[src/pkg/brc_pkg.sv]
`default_nettype none
package brc_pkg;
    // ----------------------------------------
    // Core widths
    // ----------------------------------------
    localparam int PC_W = 16;
    localparam int OFS_W = 7;
    localparam int FLAG_W = 8;
    localparam int OP_W = 4;
    localparam int CNT_W = 32;
    localparam int APB_AW = 8;
    localparam int APB_DW = 32;

    // ----------------------------------------
    // Status flag positions
    // ----------------------------------------
    localparam int FLAG_C = 0;
    localparam int FLAG_N = 2;
    localparam int FLAG_V = 3;
    localparam int FLAG_H = 5;
    localparam int FLAG_T = 6;

    // ----------------------------------------
    // Branch operations
    // ----------------------------------------
    typedef enum logic [3:0] {
        branch_on_carry_clear = 4'h0,
        branch_unsigned_same_or_higher = 4'h1,
        branch_unsigned_lower = 4'h2,
        branch_on_negative = 4'h3,
        branch_on_positive = 4'h4,
        branch_signed_greater_equal = 4'h5,
        branch_signed_less_than = 4'h6,
        branch_on_half_carry_set = 4'h7,
        branch_on_half_carry_clear = 4'h8,
        branch_on_transfer_bit_set = 4'h9
    } brc_op_t;

    // ----------------------------------------
    // Sequencer states, gray along the path
    // ----------------------------------------
    typedef enum logic [1:0] {
        ST_IDLE = 2'b00,
        ST_FLUSH = 2'b01
    } brc_state_t;

    // ----------------------------------------
    // Register map (byte addresses)
    // ----------------------------------------
    localparam logic [APB_AW-1:0] REG_CTRL = 8'h00;
    localparam logic [APB_AW-1:0] REG_STATUS = 8'h04;
    localparam logic [APB_AW-1:0] REG_TAKEN_CNT = 8'h08;
    localparam logic [APB_AW-1:0] REG_FALL_CNT = 8'h0C;
    localparam logic [APB_AW-1:0] REG_LAST_TGT = 8'h10;

    localparam int CTRL_EN_BIT = 0;
    localparam logic CTRL_EN_RST = 1'b1;
    localparam int STAT_BUSY_BIT = 0;
    localparam int STAT_TAKEN_BIT = 1;
    localparam int STAT_OP_LSB = 4;
    localparam int STAT_VALID_BIT = 8;
    localparam logic [APB_DW-1:0] ZERO_WORD = 32'h0000_0000;
endpackage
`default_nettype wire

[src/hdl/brc_cond_eval.sv]
`timescale 1ns/1ns
`default_nettype none
module brc_cond_eval (
    // Decoded operation
    input wire logic [brc_pkg::OP_W-1:0] op,
    // Status flags, read only
    input wire logic [brc_pkg::FLAG_W-1:0] flags,
    // Result
    output logic taken,
    output logic legal
);
    logic c_f;
    logic n_f;
    logic v_f;
    logic h_f;
    logic t_f;

    assign c_f = flags[brc_pkg::FLAG_C];
    assign n_f = flags[brc_pkg::FLAG_N];
    assign v_f = flags[brc_pkg::FLAG_V];
    assign h_f = flags[brc_pkg::FLAG_H];
    assign t_f = flags[brc_pkg::FLAG_T];

    // ----------------------------------------
    // Condition table
    // ----------------------------------------
    always_comb begin
        legal = 1'b1;
        case (brc_pkg::brc_op_t'(op))
            brc_pkg::branch_on_carry_clear: taken = ~c_f;
            brc_pkg::branch_unsigned_same_or_higher: taken = ~c_f;
            brc_pkg::branch_unsigned_lower: taken = c_f;
            brc_pkg::branch_on_negative: taken = n_f;
            brc_pkg::branch_on_positive: taken = ~n_f;
            brc_pkg::branch_signed_greater_equal: taken = ~(n_f ^ v_f);
            brc_pkg::branch_signed_less_than: taken = n_f ^ v_f;
            brc_pkg::branch_on_half_carry_set: taken = h_f;
            brc_pkg::branch_on_half_carry_clear: taken = ~h_f;
            brc_pkg::branch_on_transfer_bit_set: taken = t_f;
            default: begin
                // Unknown codes fall through as a sequential step
                taken = 1'b0;
                legal = 1'b0;
            end
        endcase
    end
endmodule
`default_nettype wire

[src/hdl/brc_unit.sv]
// The implementer's own choices: the address map and register access over APB.
`timescale 1ns/1ns
`default_nettype none
// Contract
// - carry clear jumps to pc plus k+1
// - same or higher jumps when carry zero
// - lower jumps when carry one
// - minus jumps when negative one
// - plus jumps when negative zero
// - signed ge jumps when N xor V zero
// - signed lt jumps when N xor V one
// - half carry set jumps when H one
// - half carry clear jumps when H zero
// - transfer set jumps when T one
// - every branch takes one or two cycles
// - branches never modify any status flag
module brc_unit #(
    parameter int PC_W = brc_pkg::PC_W,
    parameter int OFS_W = brc_pkg::OFS_W,
    parameter int CNT_W = brc_pkg::CNT_W
) (
    // Clock and reset
    input wire logic pclk,
    input wire logic presetn,
    // APB slave
    input wire logic psel,
    input wire logic penable,
    input wire logic pwrite,
    input wire logic [brc_pkg::APB_AW-1:0] paddr,
    input wire logic [brc_pkg::APB_DW-1:0] pwdata,
    output logic [brc_pkg::APB_DW-1:0] prdata,
    output logic pready,
    output logic pslverr,
    // Decoder side
    input wire logic br_valid,
    input wire logic [brc_pkg::OP_W-1:0] br_op,
    input wire logic [OFS_W-1:0] br_offset,
    input wire logic [brc_pkg::FLAG_W-1:0] sreg_flags,
    output logic br_busy,
    output logic br_done,
    output logic br_taken,
    // Fetch and program counter side
    input wire logic [PC_W-1:0] pc_cur,
    output logic pc_load,
    output logic [PC_W-1:0] pc_target,
    output logic fetch_flush
);
    // ----------------------------------------
    // Declarations
    // ----------------------------------------
    brc_pkg::brc_state_t state_r;
    brc_pkg::brc_state_t state_nxt;
    logic ctrl_en_r;
    logic busy_r;
    logic done_r;
    logic taken_r;
    logic pc_load_r;
    logic flush_r;
    logic [PC_W-1:0] target_r;
    logic [PC_W-1:0] target_nxt;
    logic [PC_W-1:0] pc_one;
    logic [PC_W-1:0] ofs_ext;
    logic [CNT_W-1:0] taken_cnt_r;
    logic [CNT_W-1:0] fall_cnt_r;
    logic [brc_pkg::OP_W-1:0] last_op_r;
    logic last_taken_r;
    logic last_valid_r;
    logic cond_taken;
    logic cond_legal;
    logic accept;
    logic go_taken;
    logic go_fall;
    logic [brc_pkg::APB_DW-1:0] prdata_r;
    logic [brc_pkg::APB_DW-1:0] prdata_nxt;
    logic pready_r;
    logic pslverr_r;
    logic apb_setup;
    logic apb_wr;
    logic [brc_pkg::APB_DW-1:0] status_word;
    logic [CNT_W-1:0] cnt_one;
    logic wr_ctrl;
    logic wr_taken_clr;
    logic wr_fall_clr;

    // ----------------------------------------
    // Address decode helper
    // ----------------------------------------
    function automatic logic reg_hit(
        input logic [brc_pkg::APB_AW-1:0] addr
    );
        case (addr)
            brc_pkg::REG_CTRL,
            brc_pkg::REG_STATUS,
            brc_pkg::REG_TAKEN_CNT,
            brc_pkg::REG_FALL_CNT,
            brc_pkg::REG_LAST_TGT: reg_hit = 1'b1;
            default: reg_hit = 1'b0;
        endcase
    endfunction

    // ----------------------------------------
    // Condition evaluation
    // ----------------------------------------
    // flags only read
    brc_cond_eval u_cond (
        .op(br_op),
        .flags(sreg_flags),
        .taken(cond_taken),
        .legal(cond_legal)
    );

    // Requests during the flush cycle are ignored; decoder must hold off
    assign accept = br_valid & ctrl_en_r & (state_r == brc_pkg::ST_IDLE);
    assign go_taken = accept & cond_taken & cond_legal;
    assign go_fall = accept & ~go_taken;

    // ----------------------------------------
    // Target arithmetic
    // ----------------------------------------
    assign pc_one = {{(PC_W-1){1'b0}}, 1'b1};
    assign ofs_ext = {{(PC_W-OFS_W){br_offset[OFS_W-1]}}, br_offset};
    assign target_nxt = pc_cur + ofs_ext + pc_one;

    // ----------------------------------------
    // Sequencer
    // ----------------------------------------
    always_comb begin
        state_nxt = state_r;
        case (state_r)
            brc_pkg::ST_IDLE: begin
                if (go_taken) begin
                    state_nxt = brc_pkg::ST_FLUSH;
                end
            end
            brc_pkg::ST_FLUSH: begin
                state_nxt = brc_pkg::ST_IDLE;
            end
            default: begin
                state_nxt = brc_pkg::ST_IDLE;
            end
        endcase
    end

    always_ff @(posedge pclk or negedge presetn) begin
        if (!presetn) begin
            state_r <= brc_pkg::ST_IDLE;
        end else begin
            state_r <= state_nxt;
        end
    end

    // ----------------------------------------
    // Program counter load and flush
    // ----------------------------------------
    always_ff @(posedge pclk or negedge presetn) begin
        if (!presetn) begin
            pc_load_r <= 1'b0;
            flush_r <= 1'b0;
        end else begin
            pc_load_r <= go_taken;
            flush_r <= go_taken;
        end
    end

    // Target holds until the next taken branch
    always_ff @(posedge pclk or negedge presetn) begin
        if (!presetn) begin
            target_r <= '0;
        end else if (go_taken) begin
            target_r <= target_nxt;
        end
    end

    // ----------------------------------------
    // Completion and busy
    // ----------------------------------------
    always_ff @(posedge pclk or negedge presetn) begin
        if (!presetn) begin
            busy_r <= 1'b0;
        end else begin
            busy_r <= go_taken;
        end
    end

    always_ff @(posedge pclk or negedge presetn) begin
        if (!presetn) begin
            done_r <= 1'b0;
        end else begin
            done_r <= go_fall | (state_r == brc_pkg::ST_FLUSH);
        end
    end

    always_ff @(posedge pclk or negedge presetn) begin
        if (!presetn) begin
            taken_r <= 1'b0;
        end else begin
            taken_r <= (state_r == brc_pkg::ST_FLUSH);
        end
    end

    // ----------------------------------------
    // Branch history
    // ----------------------------------------
    always_ff @(posedge pclk or negedge presetn) begin
        if (!presetn) begin
            last_op_r <= '0;
            last_taken_r <= 1'b0;
            last_valid_r <= 1'b0;
        end else if (accept) begin
            last_op_r <= br_op;
            last_taken_r <= go_taken;
            last_valid_r <= cond_legal;
        end
    end

    // ----------------------------------------
    // APB handshake
    // ----------------------------------------
    // No wait states; read data and response come from flip-flops loaded in the setup cycle
    assign apb_setup = psel & ~penable;
    assign apb_wr = psel & penable & pready_r & pwrite & ~pslverr_r;

    always_ff @(posedge pclk or negedge presetn) begin
        if (!presetn) begin
            pready_r <= 1'b0;
        end else begin
            pready_r <= apb_setup;
        end
    end

    always_ff @(posedge pclk or negedge presetn) begin
        if (!presetn) begin
            pslverr_r <= 1'b0;
        end else if (apb_setup) begin
            pslverr_r <= ~reg_hit(paddr);
        end else begin
            pslverr_r <= 1'b0;
        end
    end

    always_ff @(posedge pclk or negedge presetn) begin
        if (!presetn) begin
            prdata_r <= brc_pkg::ZERO_WORD;
        end else if (apb_setup) begin
            prdata_r <= pwrite ? brc_pkg::ZERO_WORD : prdata_nxt;
        end
    end

    // ----------------------------------------
    // Register write strobes
    // ----------------------------------------
    assign wr_ctrl = apb_wr & (paddr == brc_pkg::REG_CTRL);
    assign wr_taken_clr = apb_wr & (paddr == brc_pkg::REG_TAKEN_CNT);
    assign wr_fall_clr = apb_wr & (paddr == brc_pkg::REG_FALL_CNT);

    // ----------------------------------------
    // Control register
    // ----------------------------------------
    always_ff @(posedge pclk or negedge presetn) begin
        if (!presetn) begin
            ctrl_en_r <= brc_pkg::CTRL_EN_RST;
        end else if (wr_ctrl) begin
            ctrl_en_r <= pwdata[brc_pkg::CTRL_EN_BIT];
        end
    end

    // ----------------------------------------
    // Outcome counters
    // ----------------------------------------
    assign cnt_one = {{(CNT_W-1){1'b0}}, 1'b1};

    // A count in the clearing cycle wins over the clear
    always_ff @(posedge pclk or negedge presetn) begin
        if (!presetn) begin
            taken_cnt_r <= '0;
        end else if (go_taken) begin
            taken_cnt_r <= taken_cnt_r + cnt_one;
        end else if (wr_taken_clr) begin
            taken_cnt_r <= '0;
        end
    end

    always_ff @(posedge pclk or negedge presetn) begin
        if (!presetn) begin
            fall_cnt_r <= '0;
        end else if (go_fall) begin
            fall_cnt_r <= fall_cnt_r + cnt_one;
        end else if (wr_fall_clr) begin
            fall_cnt_r <= '0;
        end
    end

    // ----------------------------------------
    // Read mux
    // ----------------------------------------
    always_comb begin
        status_word = brc_pkg::ZERO_WORD;
        status_word[brc_pkg::STAT_BUSY_BIT] = busy_r;
        status_word[brc_pkg::STAT_TAKEN_BIT] = last_taken_r;
        status_word[brc_pkg::STAT_OP_LSB +: brc_pkg::OP_W] = last_op_r;
        status_word[brc_pkg::STAT_VALID_BIT] = last_valid_r;
    end

    always_comb begin
        prdata_nxt = brc_pkg::ZERO_WORD;
        case (paddr)
            brc_pkg::REG_CTRL: begin
                prdata_nxt[brc_pkg::CTRL_EN_BIT] = ctrl_en_r;
            end
            brc_pkg::REG_STATUS: begin
                prdata_nxt = status_word;
            end
            brc_pkg::REG_TAKEN_CNT: begin
                prdata_nxt[CNT_W-1:0] = taken_cnt_r;
            end
            brc_pkg::REG_FALL_CNT: begin
                prdata_nxt[CNT_W-1:0] = fall_cnt_r;
            end
            brc_pkg::REG_LAST_TGT: begin
                prdata_nxt[PC_W-1:0] = target_r;
            end
            default: begin
                prdata_nxt = brc_pkg::ZERO_WORD;
            end
        endcase
    end

    // ----------------------------------------
    // Outputs
    // ----------------------------------------
    assign prdata = prdata_r;
    assign pready = pready_r;
    assign pslverr = pslverr_r;
    assign br_busy = busy_r;
    assign br_done = done_r;
    assign br_taken = taken_r;
    assign pc_load = pc_load_r;
    assign pc_target = target_r;
    assign fetch_flush = flush_r;
endmodule
`default_nettype wire

[config.mk]
export PLATFORM = sky130hd
export DESIGN_NAME = brc_unit
export DESIGN_NICKNAME = d
export VERILOG_FILES = /design/src/pkg/brc_pkg.sv /design/src/hdl/brc_cond_eval.sv /design/src/hdl/brc_unit.sv
export SDC_FILE = /design/constraint.sdc
export NUM_CORES = 1
export LEC_CHECK = 0
export BUFFER_PORTS_ARGS = -buffer_cell sky130_fd_sc_hd__clkbuf_2
export CAP_MARGIN = 20
export CORE_MARGIN = 1
export CORE_UTILIZATION = 40
export DETAILED_ROUTE_END_ITERATION = 8
export GPL_TIMING_DRIVEN = 0
export HOLD_SLACK_MARGIN = 0.05
export SETUP_SLACK_MARGIN = 0.5
export SYNTH_ARGS = -nofsm -noshare
export SYNTH_HDL_FRONTEND = slang
export SYNTH_SLANG_ARGS = --single-unit
[constraint.sdc]
create_clock -name pclk -period 4.15 [get_ports pclk]
set_input_delay 1.245 -clock pclk [delete_from_list [all_inputs] [get_ports pclk]]
set_output_delay 1.245 -clock pclk [all_outputs]
set_load 0.005 [all_outputs]
==> out/metrics.cfg <==
[synthesis]
syn_avg_cell_area_um2=9.24
synth-edff-count=0
synth_area_leader_cell=dfrtp_1
synth_async_sr_flop_share_pct=100
syn_inst=773
synth.most_common_cell=dfrtp_1
synthesis.area_um2=7140
yosysSeqAreaShare_pct=43.8
ys_top_cells_by_count=dfrtp_1, nand2_1, o21ai_0
synth_area_leaders=dfrtp_1, o21ai_0, nand2_1, mux2i_1, nand3_1
syn-num-nets=872
synth_top_area_share_pct=43.4
yosys_warnings=0
ys_seq_elements=125
yosysUniqueCellTypes=69
synth_top_flop_cell=dfrtp_1

[setup_path]
critPathMaxFanout=10
crit_required_ps=4490
crit_arrival_ps=3490
start_kind=primary input
crit_type=primary input to flip-flop
endpoint_kind=flip-flop

[drt]
first_pass_iters=8
vias=6538
highest_layer=met4
postRouteAntennaNets=0
route.met3.wl_um=1180
routed_wl_um=21200
wl_per_cell_um=18.7
route.met2.wl_um=9940
detail_route.vias_per_cell=5.78
drt_iter0_drc=659
wl_met1_um=9680
drc=0

[pwr]
p_per_area_nw_per_um2=370
pwr-share-clk_pct=54.9
peakVddDrop_uv=244
p_leak_nw=4.01
p_sw_share_pct=22.2
p_comb_share_pct=6.7
switchingPower_mw=0.712
intPower_mw=2.49
pwr-share-seq_pct=38.4

[sta]
hold_viol=0
tightest_slew_ps=974
period_share_pct=75.8
max-slew-margin-rel_pct=34.5
fmax_mhz=318
slew_viol_final=0
clock_skew_ps=7.23
finalSetupViolCount=0
fin_crit_ps=3150
worst_hold_slack_ps=416
grt_setup_unrepaired=false

[final_layout]
diodes=0
final_nets=993
final_util_pct=49.9
syn2layout_area_growth_pct=21.3
nFillCells=1671
drive_gt1_share_pct=20.3

[cts]
clk_latency_ps=420
cts_setup_buffers=0
h-tree-depth=4
clkSlewWorstSetupHoldPaths_ps=60
clock_path_buffers=2
post_cts_resized=0
clkSinkCount=125
cts-hold-fix-buffers=0
clockRootBuffer=clkbuf_16
cts_tree=built
cts_made_buffers=17

[grt]
grt_pass1_vias=6101
antenna_found_initial=0
grtUsageTotal_pct=24.3
grt_overflow=0
grt_pass1_wl_um=33700
grt_max_degree=99

[die]
ios=136
die_w_um=136
initial_utilization_pct=41.1
core_um2=17400
fp.dieH_um=136
die_area_um2=18400
fp-row-count=48

[placement]
dpl.hpwl_um=15600
port_buffers=101
place.gp.congestion=0.842

[hold_path]
hp-class=flip-flop to flip-flop

[status]
outcome=finished, final reports clean

[flow_run]
drv_cap=0

[power by group through the flow]
stage	logic, mW	registers, mW	clock network [mW]
after CTS	0.218	1.23	1.77
after global routing	0.246	1.23	1.83
after floorplan	0.125	1.25	0
final	0.216	1.23	1.76
after global placement	0.211	1.25	0
after detailed placement	0.217	1.25	0
[logic make-up (layout without fill, tap and decap cells)]
family,after synthesis,in the layout,synth area share [%]
simple gates,277,277,19.6
compound gates,232,232,21.6
flops,125,125,43.8
buf+inv,73,207,5.17
mux,34,34,4.84
fa+ha+maj,18,18,3.26
xor+xnor,14,14,1.72
[through the flow]
step / power (mW) / cell area (µm²) / cells / TNS [ps] / worst slack (ps)
finish: 3.21 / 8660 / 1132 / 0 / 1000
global placement: 1.46 / 7930 / 1099 / -26480 / -224
global route: 3.31 / 8660 / 1132 / 0 / 855
detailed placement: 1.47 / 7970 / 1100 / 0 / 584
floorplan: 1.38 / 7140 / 773 / 0 / 1150
CTS: 3.22 / 8660 / 1132 / 0 / 1020
[worst max-delay path, stage by stage]
cell,delay (ps)
clkbuf_2,140
or2_1,290
a21oi_4,410
o21ai_0,210
buf_2,250
nand2_2,210
buf_4,230
nand2_1,250
a31oi_1,250
[placed cells by master (no fill, tap or decap), types with 5 or more instances in the layout]
cell / Yosys / routed
dfrtp_1: 124 / 124
clkbuf_2: 0 / 100
a21o_1: 14 / 14
a21oi_1: 26 / 26
and4_1: 7 / 7
nor2b_1: 5 / 5
clkbuf_1: 22 / 22
nand4_1: 18 / 18
nor2_1: 27 / 27
a22o_1: 5 / 5
xor2_1: 9 / 9
xnor2_1: 5 / 5
a22oi_1: 17 / 17
clkbuf_16: 0 / 17
mux2i_1: 30 / 30
ha_1: 17 / 17
buf_4: 8 / 8
nand3_1: 45 / 45
buf_6: 6 / 6
nor3_1: 14 / 14
or3_1: 5 / 5
and2_1: 5 / 5
o211ai_1: 11 / 11
and3_1: 24 / 24
a31oi_1: 13 / 13
o21ai_0: 82 / 82
buf_2: 16 / 16
inv_1: 20 / 20
o21ai_1: 11 / 11
bufinv_16: 0 / 7
a222oi_1: 15 / 15
nand2_1: 102 / 102
[final cells by class]
class	count	area (µm²)	share of cell area, %
multi-input cells	575	3640	42.1
flip-flops and latches	125	3130	36.1
repair buffers	102	542	6.26
clock buffers	17	425	4.91
plain buffers	52	290	3.35
well taps	225	282	3.25
clock inverters	15	269	3.11
inverters	21	78.8	0.910
[final timing paths]
| kind | slack [ps] | to | cells after the start | start |
|---|---|---|---|---|
| max in group asynchronous | 2650 | ctrl_en_r | 2 | presetn |
| min in group asynchronous | 700 | last_op_r[3] | 1 | presetn |
| setup reg to reg | 1430 | fall_cnt_r[21] | 8 | ctrl_en_r |
| hold reg to reg | 420 | br_taken | 0 | state_r[0] |
| setup / recovery | 1000 | fall_cnt_r[21] | 9 | br_op[1] |
| hold / removal | 420 | br_taken | 0 | state_r[0] |
[routing by layer]
metal | up-vias | GRT usage (%)
met5 | - | 0
met4 | 0 | 8.80
met3 | 31 | 4.34
met2 | 236 | 38.2
met1 | 3145 | 33.3
li1 | 3126 | -
[state kept, by name, indices dropped and copies added, names as in the netlist]
register	flops
fall_cnt_r	32
prdata	32
taken_cnt_r	32
pc_target	16
last_op_r	4
br_busy	1
br_done	1
br_taken	1
ctrl_en_r	1
last_taken_r	1
last_valid_r	1
pready	1
pslverr	1
state_r	1
No activity file was read; power rests on OpenSTA's default activity.
